===== config.mk =====
export PLATFORM = sky130hd
export DESIGN_NAME = dlpi_top
export DESIGN_NICKNAME = d
export VERILOG_FILES = /design/src/core/dlpi_pkg.sv /design/src/core/dlpi_top.sv /design/src/core/dlpi_buf.sv
export SDC_FILE = /design/constraint.sdc
export NUM_CORES = 1
export LEC_CHECK = 0
export BUFFER_PORTS_ARGS = -buffer_cell sky130_fd_sc_hd__buf_2
export CORE_UTILIZATION = 62
export CTS_CLUSTER_DIAMETER = 120
export DETAILED_ROUTE_END_ITERATION = 8
export PLACE_DENSITY = 0.9
export SLEW_MARGIN = 25
export SYNTH_ARGS = -nofsm -noshare
export SYNTH_HDL_FRONTEND = slang
export SYNTH_SLANG_ARGS = --single-unit

===== constraint.sdc =====
create_clock -name clock -period 4.4 [get_ports clock]
set_clock_uncertainty 0.1 [all_clocks]
set_input_delay 0.44 -clock clock [delete_from_list [all_inputs] [get_ports clock]]
set_output_delay 0.44 -clock clock [all_outputs]
set_load 0.02 [all_outputs]

===== src/core/dlpi_pkg.sv =====
package dlpi_pkg;
    // lane slot layout inside one link clock period
    localparam int SLOT_W = 7;
    localparam int DE_SLOT = 6;
    localparam int COLOR_W = 8;
    localparam int COLOR_MSB = 7;
    localparam int COLOR_LSB = 0;

    // data-enable timing, in link clock periods
    localparam int CNT_W = 12;
    localparam logic [CNT_W-1:0] ACTIVE_CLOCKS = 12'h3c0;
    localparam logic [CNT_W-1:0] LINE_TOTAL_MAX = 12'h47e;
    localparam logic [CNT_W-1:0] CNT_SAT = 12'hfff;
    localparam logic [CNT_W-1:0] CNT_ONE = 12'h001;

    // synchroniser vector: both links, both clocks, two straps
    localparam int SYNC_W = 4 * SLOT_W * 2 + 4;
    localparam int SY_RATE = 0;
    localparam int SY_MAP = 1;
    localparam int SY_EVEN_LINK_CLOCK_P = 2;
    localparam int SY_ODD_LINK_CLOCK_P = 3;
    localparam int SY_EVEN = 4;
    localparam int SY_ODD = 4 + 4 * SLOT_W;

    localparam logic RESET_BIT = 1'h0;
    localparam logic SEL_HIGH = 1'h1;

    typedef struct packed {
        logic [SLOT_W-1:0] lane3;
        logic [SLOT_W-1:0] lane2;
        logic [SLOT_W-1:0] lane1;
        logic [SLOT_W-1:0] lane0;
    } dlpi_lanes_t;

    typedef struct packed {
        logic [COLOR_W-1:0] r;
        logic [COLOR_W-1:0] g;
        logic [COLOR_W-1:0] b;
    } dlpi_rgb_t;

    typedef struct packed {
        logic first_of_frame;
        logic first_of_line;
        dlpi_rgb_t odd_px;
        dlpi_rgb_t even_px;
    } dlpi_pair_t;
endpackage : dlpi_pkg


===== src/core/dlpi_top.sv =====
`timescale 1ns/100ps
// Contract
// - each link clock delivers one odd and one even pixel together
// - odd pixel comes first on a line, even pixel second
// - mapping strap low selects JEIDA, high or open selects VESA
// - each primary is an unsigned 8-bit code, larger means brighter
// - bit 7 is the colour MSB and bit 0 the LSB for r, g, b
// - logic 1 is high level; all zeros black, all ones white
// - line and frame timing come from data enable alone, no syncs
// - frame-rate select input tells 50 Hz from 60 Hz timing
module dlpi_top
    import dlpi_pkg::*;
(
    // clock and reset
    input wire logic clock,
    input wire logic rst_b,
    // odd-pixel link, deserialised slots per lane
    input wire dlpi_lanes_t odd_link_lanes_p,
    input wire logic odd_link_clock_p,
    // even-pixel link
    input wire dlpi_lanes_t even_link_lanes_p,
    input wire logic even_link_clock_p,
    // straps
    input wire logic bit_mapping_select_alt,
    input wire logic frame_rate_select,
    // pixel pair stream
    output dlpi_pair_t pixel_pair,
    output logic pixel_valid,
    input wire logic pixel_ready,
    // status
    output logic rate_sixty_mode,
    output logic vesa_mapping,
    output logic line_len_error,
    output logic overflow
);
    logic [SYNC_W-1:0] sync1_q;
    logic [SYNC_W-1:0] sync2_q;
    logic [SYNC_W-1:0] pins;
    dlpi_lanes_t odd_s;
    dlpi_lanes_t even_s;
    dlpi_rgb_t odd_dec;
    dlpi_rgb_t even_dec;
    logic odd_link_clock_p_prev_q;
    logic link_edge;
    logic de;
    logic de_prev_q;
    logic vesa_q;
    logic rate_q;
    logic [CNT_W-1:0] gap_q;
    logic [CNT_W-1:0] act_q;
    dlpi_pair_t cap_q;
    logic cap_v_q;
    logic buf_ready;
    logic accept;
    logic len_err_q;
    logic ovf_q;
    dlpi_pair_t buf_data;
    logic buf_valid;

    function automatic dlpi_rgb_t decode(dlpi_lanes_t l, logic vesa);
        dlpi_rgb_t c;
        if (vesa) begin
            c.r = {l.lane3[1:0], l.lane0[5:0]};
            c.g = {l.lane3[3:2], l.lane1[4:0], l.lane0[6]};
            c.b = {l.lane3[5:4], l.lane2[3:0], l.lane1[6:5]};
        end else begin
            c.r = {l.lane0[5:0], l.lane3[1:0]};
            c.g = {l.lane1[4:0], l.lane0[6], l.lane3[3:2]};
            c.b = {l.lane2[3:0], l.lane1[6:5], l.lane3[5:4]};
        end
        return c;
    endfunction : decode

    assign pins = {odd_link_lanes_p, even_link_lanes_p, odd_link_clock_p,
                   even_link_clock_p, bit_mapping_select_alt,
                   frame_rate_select};

    // two-stage synchroniser for every pin
    // strap stages reset high so the modes hold their reset level until
    // the pin values arrive
    always_ff @(posedge clock) begin
        if (!rst_b) begin
            sync1_q <= {{(SYNC_W-2){RESET_BIT}}, SEL_HIGH, SEL_HIGH};
            sync2_q <= {{(SYNC_W-2){RESET_BIT}}, SEL_HIGH, SEL_HIGH};
        end else begin
            sync1_q <= pins;
            sync2_q <= sync1_q;
        end
    end

    assign odd_s = sync2_q[SY_ODD +: 4*SLOT_W];
    assign even_s = sync2_q[SY_EVEN +: 4*SLOT_W];
    assign link_edge = sync2_q[SY_ODD_LINK_CLOCK_P] & ~odd_link_clock_p_prev_q;
    assign de = odd_s.lane2[DE_SLOT];

    // straps follow the pins; an open pin is pulled high on the board
    always_ff @(posedge clock) begin
        if (!rst_b) begin
            vesa_q <= SEL_HIGH;
            rate_q <= SEL_HIGH;
        end else begin
            vesa_q <= sync2_q[SY_MAP];
            rate_q <= sync2_q[SY_RATE];
        end
    end

    // colour codes kept unsigned, msb first, level true
    assign odd_dec = decode(odd_s, vesa_q);
    assign even_dec = decode(even_s, vesa_q);

    always_ff @(posedge clock) begin
        if (!rst_b) begin
            odd_link_clock_p_prev_q <= RESET_BIT;
        end else begin
            odd_link_clock_p_prev_q <= sync2_q[SY_ODD_LINK_CLOCK_P];
        end
    end

    // line and frame tracking from data enable alone
    always_ff @(posedge clock) begin
        if (!rst_b) begin
            de_prev_q <= RESET_BIT;
            gap_q <= CNT_SAT;
            act_q <= '0;
            len_err_q <= RESET_BIT;
        end else begin
            len_err_q <= RESET_BIT;
            if (link_edge) begin
                de_prev_q <= de;
                if (de) begin
                    gap_q <= '0;
                    if (!de_prev_q) begin
                        act_q <= CNT_ONE;
                    end else if (act_q != CNT_SAT) begin
                        act_q <= act_q + CNT_ONE;
                    end
                end else begin
                    if (gap_q != CNT_SAT) begin
                        gap_q <= gap_q + CNT_ONE;
                    end
                    if (de_prev_q) begin
                        len_err_q <= (act_q != ACTIVE_CLOCKS);
                    end
                end
            end
        end
    end

    // both pixels of a link period are taken on the same edge
    assign accept = link_edge & de & (~cap_v_q | buf_ready);

    always_ff @(posedge clock) begin
        if (!rst_b) begin
            cap_q <= '0;
            cap_v_q <= RESET_BIT;
        end else begin
            if (accept) begin
                cap_q.odd_px <= odd_dec;
                cap_q.even_px <= even_dec;
                cap_q.first_of_line <= ~de_prev_q;
                cap_q.first_of_frame <= ~de_prev_q &
                                        (gap_q > LINE_TOTAL_MAX);
            end
            cap_v_q <= accept | (cap_v_q & ~buf_ready);
        end
    end

    // a pair lost to a stalled drain is flagged until reset
    always_ff @(posedge clock) begin
        if (!rst_b) begin
            ovf_q <= RESET_BIT;
        end else if (link_edge && de && cap_v_q && !buf_ready) begin
            ovf_q <= 1'h1;
        end
    end

    dlpi_buf #(.W($bits(dlpi_pair_t))) u_buf (
        .clock(clock),
        .rst_b(rst_b),
        .in_valid(cap_v_q),
        .in_data(cap_q),
        .in_ready(buf_ready),
        .out_valid(buf_valid),
        .out_data(buf_data),
        .out_ready(pixel_ready)
    );

    assign pixel_pair = buf_data;
    assign pixel_valid = buf_valid;
    assign rate_sixty_mode = rate_q;
    assign vesa_mapping = vesa_q;
    assign line_len_error = len_err_q;
    assign overflow = ovf_q;

    capture_pair_a: assert property (
        @(posedge clock) disable iff (!rst_b)
        accept |=> cap_v_q && cap_q.odd_px == $past(odd_dec))
        else $error("odd pixel not captured on link edge");

    pair_order_a: assert property (
        @(posedge clock) disable iff (!rst_b)
        accept |=> cap_q.even_px == $past(even_dec))
        else $error("even pixel not in second position");

    mapping_strap_a: assert property (
        @(posedge clock) disable iff (!rst_b)
        ##3 vesa_q == $past(bit_mapping_select_alt, 3))
        else $error("mapping select does not follow strap");

    color_msb_a: assert property (
        @(posedge clock) disable iff (!rst_b)
        vesa_q |-> odd_dec.r[COLOR_MSB] == odd_s.lane3[1]
                   && odd_dec.b[COLOR_LSB] == odd_s.lane1[5])
        else $error("colour bit order wrong");

    intensity_code_a: assert property (
        @(posedge clock) disable iff (!rst_b)
        !vesa_q |-> odd_dec.g == {odd_s.lane1[4:0], odd_s.lane0[6],
                                  odd_s.lane3[3:2]})
        else $error("green code order wrong");

    white_level_a: assert property (
        @(posedge clock) disable iff (!rst_b)
        (odd_s[4*SLOT_W-2:0] == '1) |-> odd_dec == '1)
        else $error("all ones does not decode to white");

    de_only_line_a: assert property (
        @(posedge clock) disable iff (!rst_b)
        accept && !de_prev_q |=> cap_q.first_of_line)
        else $error("line start missed on data enable rise");

    frame_start_a: assert property (
        @(posedge clock) disable iff (!rst_b)
        accept && !de_prev_q && gap_q > LINE_TOTAL_MAX
        |=> cap_q.first_of_frame && cap_q.first_of_line)
        else $error("frame start missed after long gap");

    mid_line_a: assert property (
        @(posedge clock) disable iff (!rst_b)
        accept && de_prev_q |=> !cap_q.first_of_line && !cap_q.first_of_frame)
        else $error("spurious line start inside line");

    de_slot_a: assert property (
        @(posedge clock) disable iff (!rst_b)
        link_edge |=> de_prev_q == $past(odd_s.lane2[DE_SLOT]))
        else $error("data enable not taken from its slot");

    rate_select_a: assert property (
        @(posedge clock) disable iff (!rst_b)
        ##3 rate_sixty_mode == $past(frame_rate_select, 3))
        else $error("rate mode does not follow select pin");
endmodule : dlpi_top


===== src/core/dlpi_buf.sv =====
`timescale 1ns/100ps
module dlpi_buf
    import dlpi_pkg::*;
#(
    parameter int W = $bits(dlpi_pair_t)
) (
    // clock and reset
    input wire logic clock,
    input wire logic rst_b,
    // filling side
    input wire logic in_valid,
    input wire logic [W-1:0] in_data,
    output logic in_ready,
    // draining side
    output logic out_valid,
    output logic [W-1:0] out_data,
    input wire logic out_ready
);
    logic [W-1:0] head_q;
    logic [W-1:0] spare_q;
    logic head_v_q;
    logic spare_v_q;
    logic pop;
    logic push;
    logic head_free;

    assign in_ready = ~spare_v_q;
    assign pop = head_v_q & out_ready;
    assign push = in_valid & ~spare_v_q;
    assign head_free = pop | ~head_v_q;
    assign out_valid = head_v_q;
    assign out_data = head_q;

    // head entry feeds the output directly
    always_ff @(posedge clock) begin
        if (!rst_b) begin
            head_v_q <= RESET_BIT;
            head_q <= '0;
        end else if (head_free) begin
            head_v_q <= spare_v_q | push;
            head_q <= spare_v_q ? spare_q : in_data;
        end
    end

    // spare entry catches a word while the drain stalls
    always_ff @(posedge clock) begin
        if (!rst_b) begin
            spare_v_q <= RESET_BIT;
            spare_q <= '0;
        end else if (push && !head_free) begin
            spare_v_q <= 1'h1;
            spare_q <= in_data;
        end else if (head_free) begin
            spare_v_q <= RESET_BIT;
        end
    end
endmodule : dlpi_buf


=== Word level (Yosys, flattened, before mapping) ===
Index checks and enable logic that the tools add are counted.

* Reductions and logical operators: 10
* Magnitude comparators: 1
* Multiplexer cells: 9
* Equality and inequality tests: 4
* Add/subtract/negate cells: 2
* Bitwise logic cells: 18

{| class="wikitable"
|+ Operators by type and width
! operator !! number
|-
| two-way mux 50 bit || 1
|-
| two-way mux 12 bit || 4
|-
| two-way mux 24 bit || 2
|-
| adder 12 x 1 -> 12 bit (second input constant) || 2
|-
| inequality test 12 bit (second input constant) || 2
|-
| > comparator 12 x 11 -> 1 bit (second input constant) || 1
|-
| inequality test 12 x 10 -> 1 bit (second input constant) || 1
|-
| bitwise AND 1 bit || 7
|-
| NOT 1 bit || 7
|-
| logical AND 1 bit || 4
|-
| bitwise OR 1 bit || 4
|-
| nonzero test 2 bit || 2
|-
| OR reduction 4 bit || 1
|-
| AND reduction 3 bit || 1
|-
| two-way mux 1 bit || 2
|-
| inequality test 2 x 1 -> 1 bit (second input constant) || 1
|-
| AND reduction 2 bit || 1
|-
| zero test 1 bit || 1
|}

* Flip-flop bits (word level): 301
* Logic and storage cells: 67
* Input bits: 63
* Output and inout port bits: 55

=== Depth between registers and ports, before layout ===
Gate-level depths: netlist (run 1).

* Word-level depth: 5
* Gate-level depth with buffers: 7
* Gate-level depth less buffers: 6

=== Modules after synthesis ===
A second synthesis (run 1) with hierarchy kept.

* Cell total of the unflattened synthesis: 1105
* Area total of the unflattened synthesis: 11443.5 µm²

{| class="wikitable"
|+ By module, submodules not included
! module !! seq. area each (µm²) !! cells an instance !! instances !! area each (µm²)
|-
| dlpi_top || 3703.6 || 651 || 1 || 6687.7
|-
| dlpi_buf || 2042.0 || 454 || 1 || 4755.8
|}

=== Worst setup path after synthesis (run 1) ===
OpenSTA, ideal clock, no wires.

* Kind: register to register
* Start point: reg gap_q[1]
* End point: reg gap_q[0]
* Library setup time: 0.120 ns
* Slack: 2.684 ns
* Cell stages (with the launch flop): 6
* Data required time: 4.180 ns
* Period minus slack after synthesis: 1.716 ns
* Path buffers: 0
* Data arrival time: 1.497 ns
* Cells stage by stage: dfxtp_1 > ha_1 > nand3_2 > o41ai_4 > nor3_1 > a211o_1

* Cells in the longest elaborated chain, start to end: 3

{| class="wikitable"
|+ RTL lines
! element !! line !! text
|-
| start: declaration || dlpi_top.sv:49 || <nowiki>logic [CNT_W-1:0] gap_q;</nowiki>
|-
| start signal: assignment || dlpi_top.sv:139 || <nowiki>gap_q <= gap_q + CNT_ONE;</nowiki>
|-
| inequality test 12 bit || dlpi_top.sv:138 || <nowiki>if (gap_q != CNT_SAT) begin</nowiki>
|-
| nonzero test 2 bit (no line) || -- ||
|-
| AND reduction 2 bit (no line) || -- ||
|}

Every way passes these cells.
A chain may end at the register's enable or synchronous reset.

=== Worst setup path after layout (run 1) ===
* Start point: reg sync2_q[52]
* End point: reg cap_q[6] (netlist bit)

* Cells in the longest elaborated chain, start to end: 2

{| class="wikitable"
|+ RTL lines
! element !! line !! text
|-
| start: declaration || dlpi_top.sv:37 || <nowiki>logic [SYNC_W-1:0] sync2_q;</nowiki>
|-
| start signal: assignment || dlpi_top.sv:84 || <nowiki>sync2_q <= {{(SYNC_W-2){RESET_BIT}}, SEL_HIGH, SEL_HIGH};</nowiki>
|-
| start signal: assignment || dlpi_top.sv:87 || <nowiki>sync2_q <= sync1_q;</nowiki>
|-
| bitwise AND 1 bit (2 in a row) || dlpi_top.sv:150 || <nowiki>assign accept = link_edge & de & (~cap_v_q | buf_ready);</nowiki>
|-
| end: declaration || dlpi_top.sv:51 || <nowiki>dlpi_pair_t cap_q;</nowiki>
|}

Every way passes these cells.

==> impl_metrics.env, run 1 <==
export IMPL_antenna_found_initial=1
export IMPL_yosys_warnings=0
export IMPL_arrival_ns=3.10
export IMPL_relSlewSlack=0.336
export IMPL_yosysTopAreaCell="dfxtp_1"
export IMPL_port_buffers=109
export IMPL_worst_r2r_path_depth=5
export IMPL_ys_types=52
export IMPL_dieArea_mm2=0.0176
export IMPL_crit_type="reg -> reg"
export IMPL_period_needed_ns=2.79
export IMPL_drive_above_1_share=0.154
export IMPL_root_buffer="clkbuf_16"
export IMPL_gp_congestion=0.782
export IMPL_pin_count=118
export IMPL_firstDrtPassIters=5
export IMPL_h_tree_depth=1
export IMPL_crit_path_end_kind="flop"
export IMPL_p_per_area_mw_per_mm2=444
export IMPL_synth_edff_count=0
export IMPL_grt_pass1_vias=7248
export IMPL_power_leakage_nw=4.95
export IMPL_grt_max_degree=126
export IMPL_syn_mean_instance_area_um2=9.68
export IMPL_timing_final_hold_violations=0
export IMPL_dieWidth_um=133
export IMPL_wire_per_inst_um=15.2
export IMPL_viasPerCell=5.55
export IMPL_cts_buffers_inserted=27
export IMPL_maxCapViolCount=0
export IMPL_row_count=47
export IMPL_synth_flop_cell="dfxtp_1"
export IMPL_postSynthCellCount=1091
export IMPL_grt_use_total=0.242
export IMPL_synth_seq_cells=287
export IMPL_hpwl_mm=12.5
export IMPL_ys_async_sr_fraction=0
export IMPL_status="completed"
export IMPL_num_nets_final=1223
export IMPL_fmax_mhz=358
export IMPL_drv_slew=0
export IMPL_synth_top_area_frac=0.544
export IMPL_cts_sinks=287
export IMPL_cts_tree="built"
export IMPL_rsz0062_at_grt="no"
export IMPL_syn_area_mm2=0.0106
export IMPL_finalSetupTns_ns=0
export IMPL_clock_path_buffers=3
export IMPL_path_clk_slew_ns=0.06
export IMPL_grt_pass1_wl_mm=35.2
export IMPL_routed_wirelength_mm=21.2
export IMPL_vdd_ir_drop_max_v=0.000282
export IMPL_grt_ovfl_total=0
export IMPL_cts_setup_buffers=0
export IMPL_ant_nets=0
export IMPL_synth_area_leaders="dfxtp_1, mux2i_1, a211oi_1, and2_1, nand2_1"
export IMPL_core_area_mm2=0.0166
export IMPL_holdCritPathClass="in -> reg"
export IMPL_worstPathMaxFanout=32
export IMPL_start_util=0.637
export IMPL_yosysSeqAreaShare=0.544
export IMPL_whs_ns=0.0114
export IMPL_drc=0
export IMPL_syn_to_final_growth_pct=14.6
export IMPL_die_h_um=133
export IMPL_crit_required_ns=4.71
export IMPL_clkLatencyLatePin_ns=0.53
export IMPL_syn_nets=1158
export IMPL_num_vias=7754
export IMPL_hold_path_depth=2
export IMPL_drt_iter0_markers=680
export IMPL_worstMarginPinSlew_ns=0.996
export IMPL_finalSetupViolCount=0
export IMPL_fin_crit_sh=0.635
export IMPL_worst_setup_path_start_kind="flop"
## cells by family after synthesis
| group | share of synthesized area |
|---|---|
| compound gates | 0.130 |
| fa+ha+maj | 0.00474 |
| buf+inv | 0.0380 |
| flops | 0.544 |
| mux | 0.102 |
| simple gates | 0.181 |
## layer usage
metal	up-vias	part of all wire	track usage
met5	-	0	0
met4	0	0.026	0.0849
met3	54	0.047	0.0349
met2	200	0.48	0.410
met1	3619	0.44	0.317
li1	3881	-	-
## cell usage in the layout (no fill, tap or decap), types with 2 or more instances in the layout
| master | n |
|---|---|
| clkbuf_8 | 9 |
| nand2b_1 | 9 |
| a211o_1 | 3 |
| o22ai_1 | 3 |
| clkbuf_16 | 27 |
| ha_1 | 4 |
| nand2_1 | 122 |
| inv_1 | 7 |
| buf_12 | 2 |
| o21ai_0 | 16 |
| clkbuf_1 | 4 |
| nor3_1 | 14 |
| a211oi_1 | 99 |
| nor4_1 | 6 |
| nand3_2 | 3 |
| or4_1 | 2 |
| nor2_1 | 111 |
| dlygate4sd3_1 | 3 |
| clkinv_2 | 5 |
| buf_4 | 7 |
| dfxtp_1 | 285 |
| o211ai_1 | 4 |
| nand3_1 | 6 |
| mux2i_1 | 106 |
| a21oi_1 | 67 |
| and2_1 | 103 |
| nand4_1 | 4 |
| o31ai_1 | 2 |
| bufinv_16 | 3 |
| buf_2 | 109 |
## area by class of cell
| class | count | area [µm²] |
|---|---|---|
| Tap cell | 220 | 275 |
| Fill cell | 1127 | 4490 |
| Timing Repair Buffer | 121 | 668 |
| Antenna cell | 1 | 2.50 |
| Clock inverter | 9 | 124 |
| Inverter | 8 | 32.5 |
| Multi-Input combinational cell | 711 | 4430 |
| Clock buffer | 40 | 815 |
| Sequential cell | 287 | 5750 |
## path summary, 6_finish.rpt
check / to / startpoint / slack [ns]
setup reg to reg: cap_q[6] / sync2_q[52] / 1.61
hold / removal: sync1_q[56] / odd_link_lanes_p[24] / 0.01
hold reg to reg: sync2_q[0] / sync1_q[0] / 0.31
setup / recovery: cap_q[6] / sync2_q[52] / 1.61
## synth_stat cells (all sizes together), types with 2 or more instances
cell / number
nor3: 14
ha: 4
o22ai: 3
o21ai: 17
o211ai: 5
nand2b: 10
a211oi: 99
or4: 2
o31ai: 2
buf: 38
inv: 8
nor4: 7
a21oi: 68
nand4: 5
nand3: 9
dfxtp: 287
nand3b: 2
nor2: 112
and2: 104
clkbuf: 47
mux2i: 106
a211o: 3
nand2: 122
## power by group
part / total (mW) / switching (mW) / internal (mW) / leakage (nW)
combinational: 0.267 / 0.146 / 0.122 / 2.14
sequential: 2.71 / 0.0456 / 2.66 / 2.34
clock: 2.39 / 0.941 / 1.45 / 0.469
## worst max-delay path, stage by stage, from the launching register on
cell and delay [ns]:
dfxtp_1 0.72, nand3b_2 0.40, a21oi_4 0.64, buf_4 0.43, nor2_1 0.09, a211oi_1 0.29
## timing repair
action | 4_1_cts | 5_1_grt
endpoints found under the setup margin | 0 | 0
hold endpoints to repair | 3 | 0
resized for setup | 0 | 0
hold buffers | 3 | 0
## per-stage QoR
step	setup WS [ns]	power (mW)	utilization	instances	instance area (µm²)
after detailed placement	1.77	3.03	0.671	1344	11100
after global routing	1.45	5.56	0.729	1397	12100
after global placement	1.84	3.02	0.671	1344	11100
after floorplan	2.68	2.96	-	1091	10600
final	1.61	5.37	0.729	1397	12100
after CTS	1.61	5.39	0.729	1396	12100
## registers in the layout, indices dropped and copies added, names as in the netlist, 12 cells and up
| signal | cells |
|---|---|
| sync1_q | 52 |
| u_buf.spare_q | 50 |
| cap_q | 50 |
| sync2_q | 52 |
| gap_q | 12 |
| act_q | 12 |
| u_buf.out_data | 50 |
(Power assumes the default switching activity.)
==> run 2, diff against run 1 <==
ABC_AREA = 1   (was unset)
CORE_UTILIZATION = 58   (was 62)
PLACE_DENSITY = 0.85   (was 0.9)
clock period = 2.9 ns   (was 4.4 ns; I/O delays follow)
==> run 2 against run 1 <==
Net effect:
- the run now ends with DRC left
- non-clock buffer count is 50 higher
- sequential power is 51% higher
- worst setup slack worse by 0.89 ns
- first-iteration DRC count is 39% higher
- sequential share of layout area is 2.1 points lower
- area after synthesis is 1.9% higher
- global-route usage is 0.97 points higher
- critical path depth is 4 higher
- via count is 14% higher
- register-to-register slack worse by 0.89 ns
- sequential cell count stayed put
- critical endpoint is now cap_q[3]
- highest routed layer unchanged
==> impl_metrics.env, run 2 <==
export IMPL_status="finished with violations"
export IMPL_violations="DRC"
export IMPL_grt_max_degree=109
export IMPL_syn_area_mm2=0.0108
export IMPL_cts_hold_buf=52
export IMPL_layout_common_cells="dfxtp_1, nand2_1, o21ai_0"
export IMPL_min_from="rst_b"
export IMPL_synth_compound_area_frac=0.140
export IMPL_gp_congestion=0.887
export IMPL_start_util=0.595
export IMPL_core_area_mm2=0.0181
export IMPL_num_vias=8846
export IMPL_antenna_found_initial=0
export IMPL_dieWidth_um=138
export IMPL_row_count=49
export IMPL_grt_ovfl_total=0
export IMPL_post_place_cells=1586
export IMPL_synth_common_cells="dfxtp_1, nand2_1, o21ai_0, inv_1, nor2_1"
export IMPL_finalSetupTns_ns=0
export IMPL_synth_flop_cell="dfxtp_1"
export IMPL_place_area_mm2=0.0113
export IMPL_holdCritPathClass="in -> reg"
export IMPL_synth_edff_count=0
export IMPL_dieArea_mm2=0.0191
export IMPL_worst_setup_path_start_kind="flop"
export IMPL_clock_path_buffers=3
export IMPL_pin_count=118
export IMPL_drc=16
export IMPL_top_regs="sync1_q: 52 flops, sync2_q: 52 flops"
export IMPL_wire_per_inst_um=14.4
export IMPL_syn_nets=1388
export IMPL_cts_buffers_inserted=27
export IMPL_yosysSeqAreaShare=0.534
export IMPL_viasPerCell=5.26
export IMPL_port_buffers=109
export IMPL_drive_above_1_share=0.134
export IMPL_postLayoutCellArea_mm2=0.0126
export IMPL_postSynthCellCount=1321
export IMPL_worstPathMaxFanout=96
export IMPL_syn_to_final_growth_pct=17.5
export IMPL_synth_top_area_frac=0.534
export IMPL_final_common_cell="dfxtp_1"
export IMPL_register_area_mm2=0.00575
export IMPL_period_needed_ns=2.18
export IMPL_rrSetupSlack_ns=0.72
export IMPL_min_to="sync1_q[45]"
export IMPL_power_leakage_nw=6.21
export IMPL_ant_nets=0
export IMPL_p_per_area_mw_per_mm2=635
export IMPL_synth_top_family_by_area="simple AND/OR/NAND/NOR gates"
export IMPL_synthSimpleGateAreaFrac=0.181
export IMPL_power_mw=8.02
export IMPL_num_nets_final=1505
export IMPL_cts_setup_buffers=0
export IMPL_grt_use_total=0.252
export IMPL_hpwl_mm=14.0
export IMPL_worstMarginPinSlew_ns=0.945
export IMPL_arrival_ns=2.51
export IMPL_fillers=1337
export IMPL_synth_xor_area_share=0.000814
export IMPL_synth_adder_area_share=0.00465
export IMPL_fin_crit_sh=0.752
export IMPL_fmax_mhz=458
export IMPL_clkLatencyLatePin_ns=0.53
export IMPL_synth_area_mux_share=0.0447
export IMPL_rsz0062_at_grt="no"
export IMPL_crit_type="reg -> reg"
export IMPL_root_buffer="clkbuf_16"
export IMPL_h_tree_depth=1
export IMPL_maxCapViolCount=0
export IMPL_diodes=0
export IMPL_instances_no_fill=1682
export IMPL_die_h_um=138
export IMPL_worst_r2r_path_depth=9
export IMPL_hold_path_depth=3
export IMPL_drt_iter0_markers=944
export IMPL_drv_slew=0
export IMPL_routed_wirelength_mm=24.2
export IMPL_relSlewSlack=0.369
export IMPL_crit_path_end_kind="flop"
export IMPL_ys_types=39
export IMPL_vdd_ir_drop_max_v=0.000463
export IMPL_synth_most_common_cell="dfxtp_1"
export IMPL_synth_seq_cells=287
export IMPL_path_clk_slew_ns=0.06
export IMPL_ys_async_sr_fraction=0
export IMPL_yosysTopAreaCell="dfxtp_1"
export IMPL_yosys_warnings=0
export IMPL_grt_pass1_wl_mm=40.2
export IMPL_cts_resized=0
export IMPL_r2r_end="cap_q[3]"
export IMPL_crit_required_ns=3.23
export IMPL_finalSetupViolCount=0
export IMPL_multi_input_area_mm2=0.00400
export IMPL_firstDrtPassIters=9
export IMPL_grt_pass1_vias=8318
export IMPL_final_core_util=0.699
export IMPL_cts_sinks=287
export IMPL_r2r_start="sync2_q[3]"
export IMPL_cts_tree="built"
export IMPL_synth_area_leaders="dfxtp_1, nand2_1, o21ai_0, inv_1, mux2i_1"
export IMPL_timing_final_hold_violations=0
export IMPL_syn_mean_instance_area_um2=8.14
-- run 2: stage by stage --
| stage | worst slack (ns) | hold slack (ns) |
|---|---|---|
| after detailed placement | 0.811 | 0.295 |
| after global routing | 0.578 | 0.0912 |
| after floorplan | 1.42 | 0.288 |
| after global placement | 0.973 | 0.293 |
| final | 0.719 | 0.0667 |
| after CTS | 0.759 | 0.0650 |
-- run 2: critical path, cell delays in order, from the launching register on --
cell and delay, ns:
dfxtp_1 0.33, inv_1 0.05, nor2_2 0.06, buf_4 0.19, inv_2 0.07, nor2_4 0.28, nand2_4 0.12, inv_6 0.44
o21ai_0 0.24, a21oi_1 0.18
-- run 2: logic make-up after synthesis --
| logic type | Yosys count |
|---|---|
| compound gates | 280 |
| xor+xnor | 1 |
| fa+ha+maj | 4 |
| buf+inv | 232 |
| flops | 287 |
| mux | 48 |
| simple gates | 469 |
-- run 2: per-layer routing --
layer / wire, µm / vias up / part of all wire / track usage
met4: 538 / 0 / 0.022 / 0.0769
met1: 10900 / 4061 / 0.45 / 0.348
met2: 11400 / 265 / 0.47 / 0.412
met5: 0 / - / 0 / 0
met3: 1360 / 50 / 0.056 / 0.0343
li1: - / 4470 / - / -
-- run 2: worst max path at each step --
| stage | start | endpoint | cells after the start |
|---|---|---|---|
| finish | sync2_q[3] | cap_q[3] | 9 |
| global route | sync2_q[3] | cap_q[5] | 9 |
| CTS | sync2_q[3] | cap_q[3] | 9 |
| detailed placement | sync2_q[3] | cap_q[22] | 9 |
| global placement | sync2_q[3] | cap_q[9] | 9 |
| floorplan | gap_q[1] | gap_q[2] | 7 |
-- run 2: power breakdown --
part	internal [mW]	switching, mW
clock	1.96	1.41
combinational	0.224	0.323
sequential	4.04	0.0597
total	6.23	1.80
-- run 2: cell type report --
cell class	instances	share of cell area
inverters	149	0.0446
repair buffers	171	0.0947
well taps	229	0.0227
clock inverters	6	0.00485
multi-input cells	802	0.316
clock buffers	38	0.0623
flip-flops and latches	287	0.455
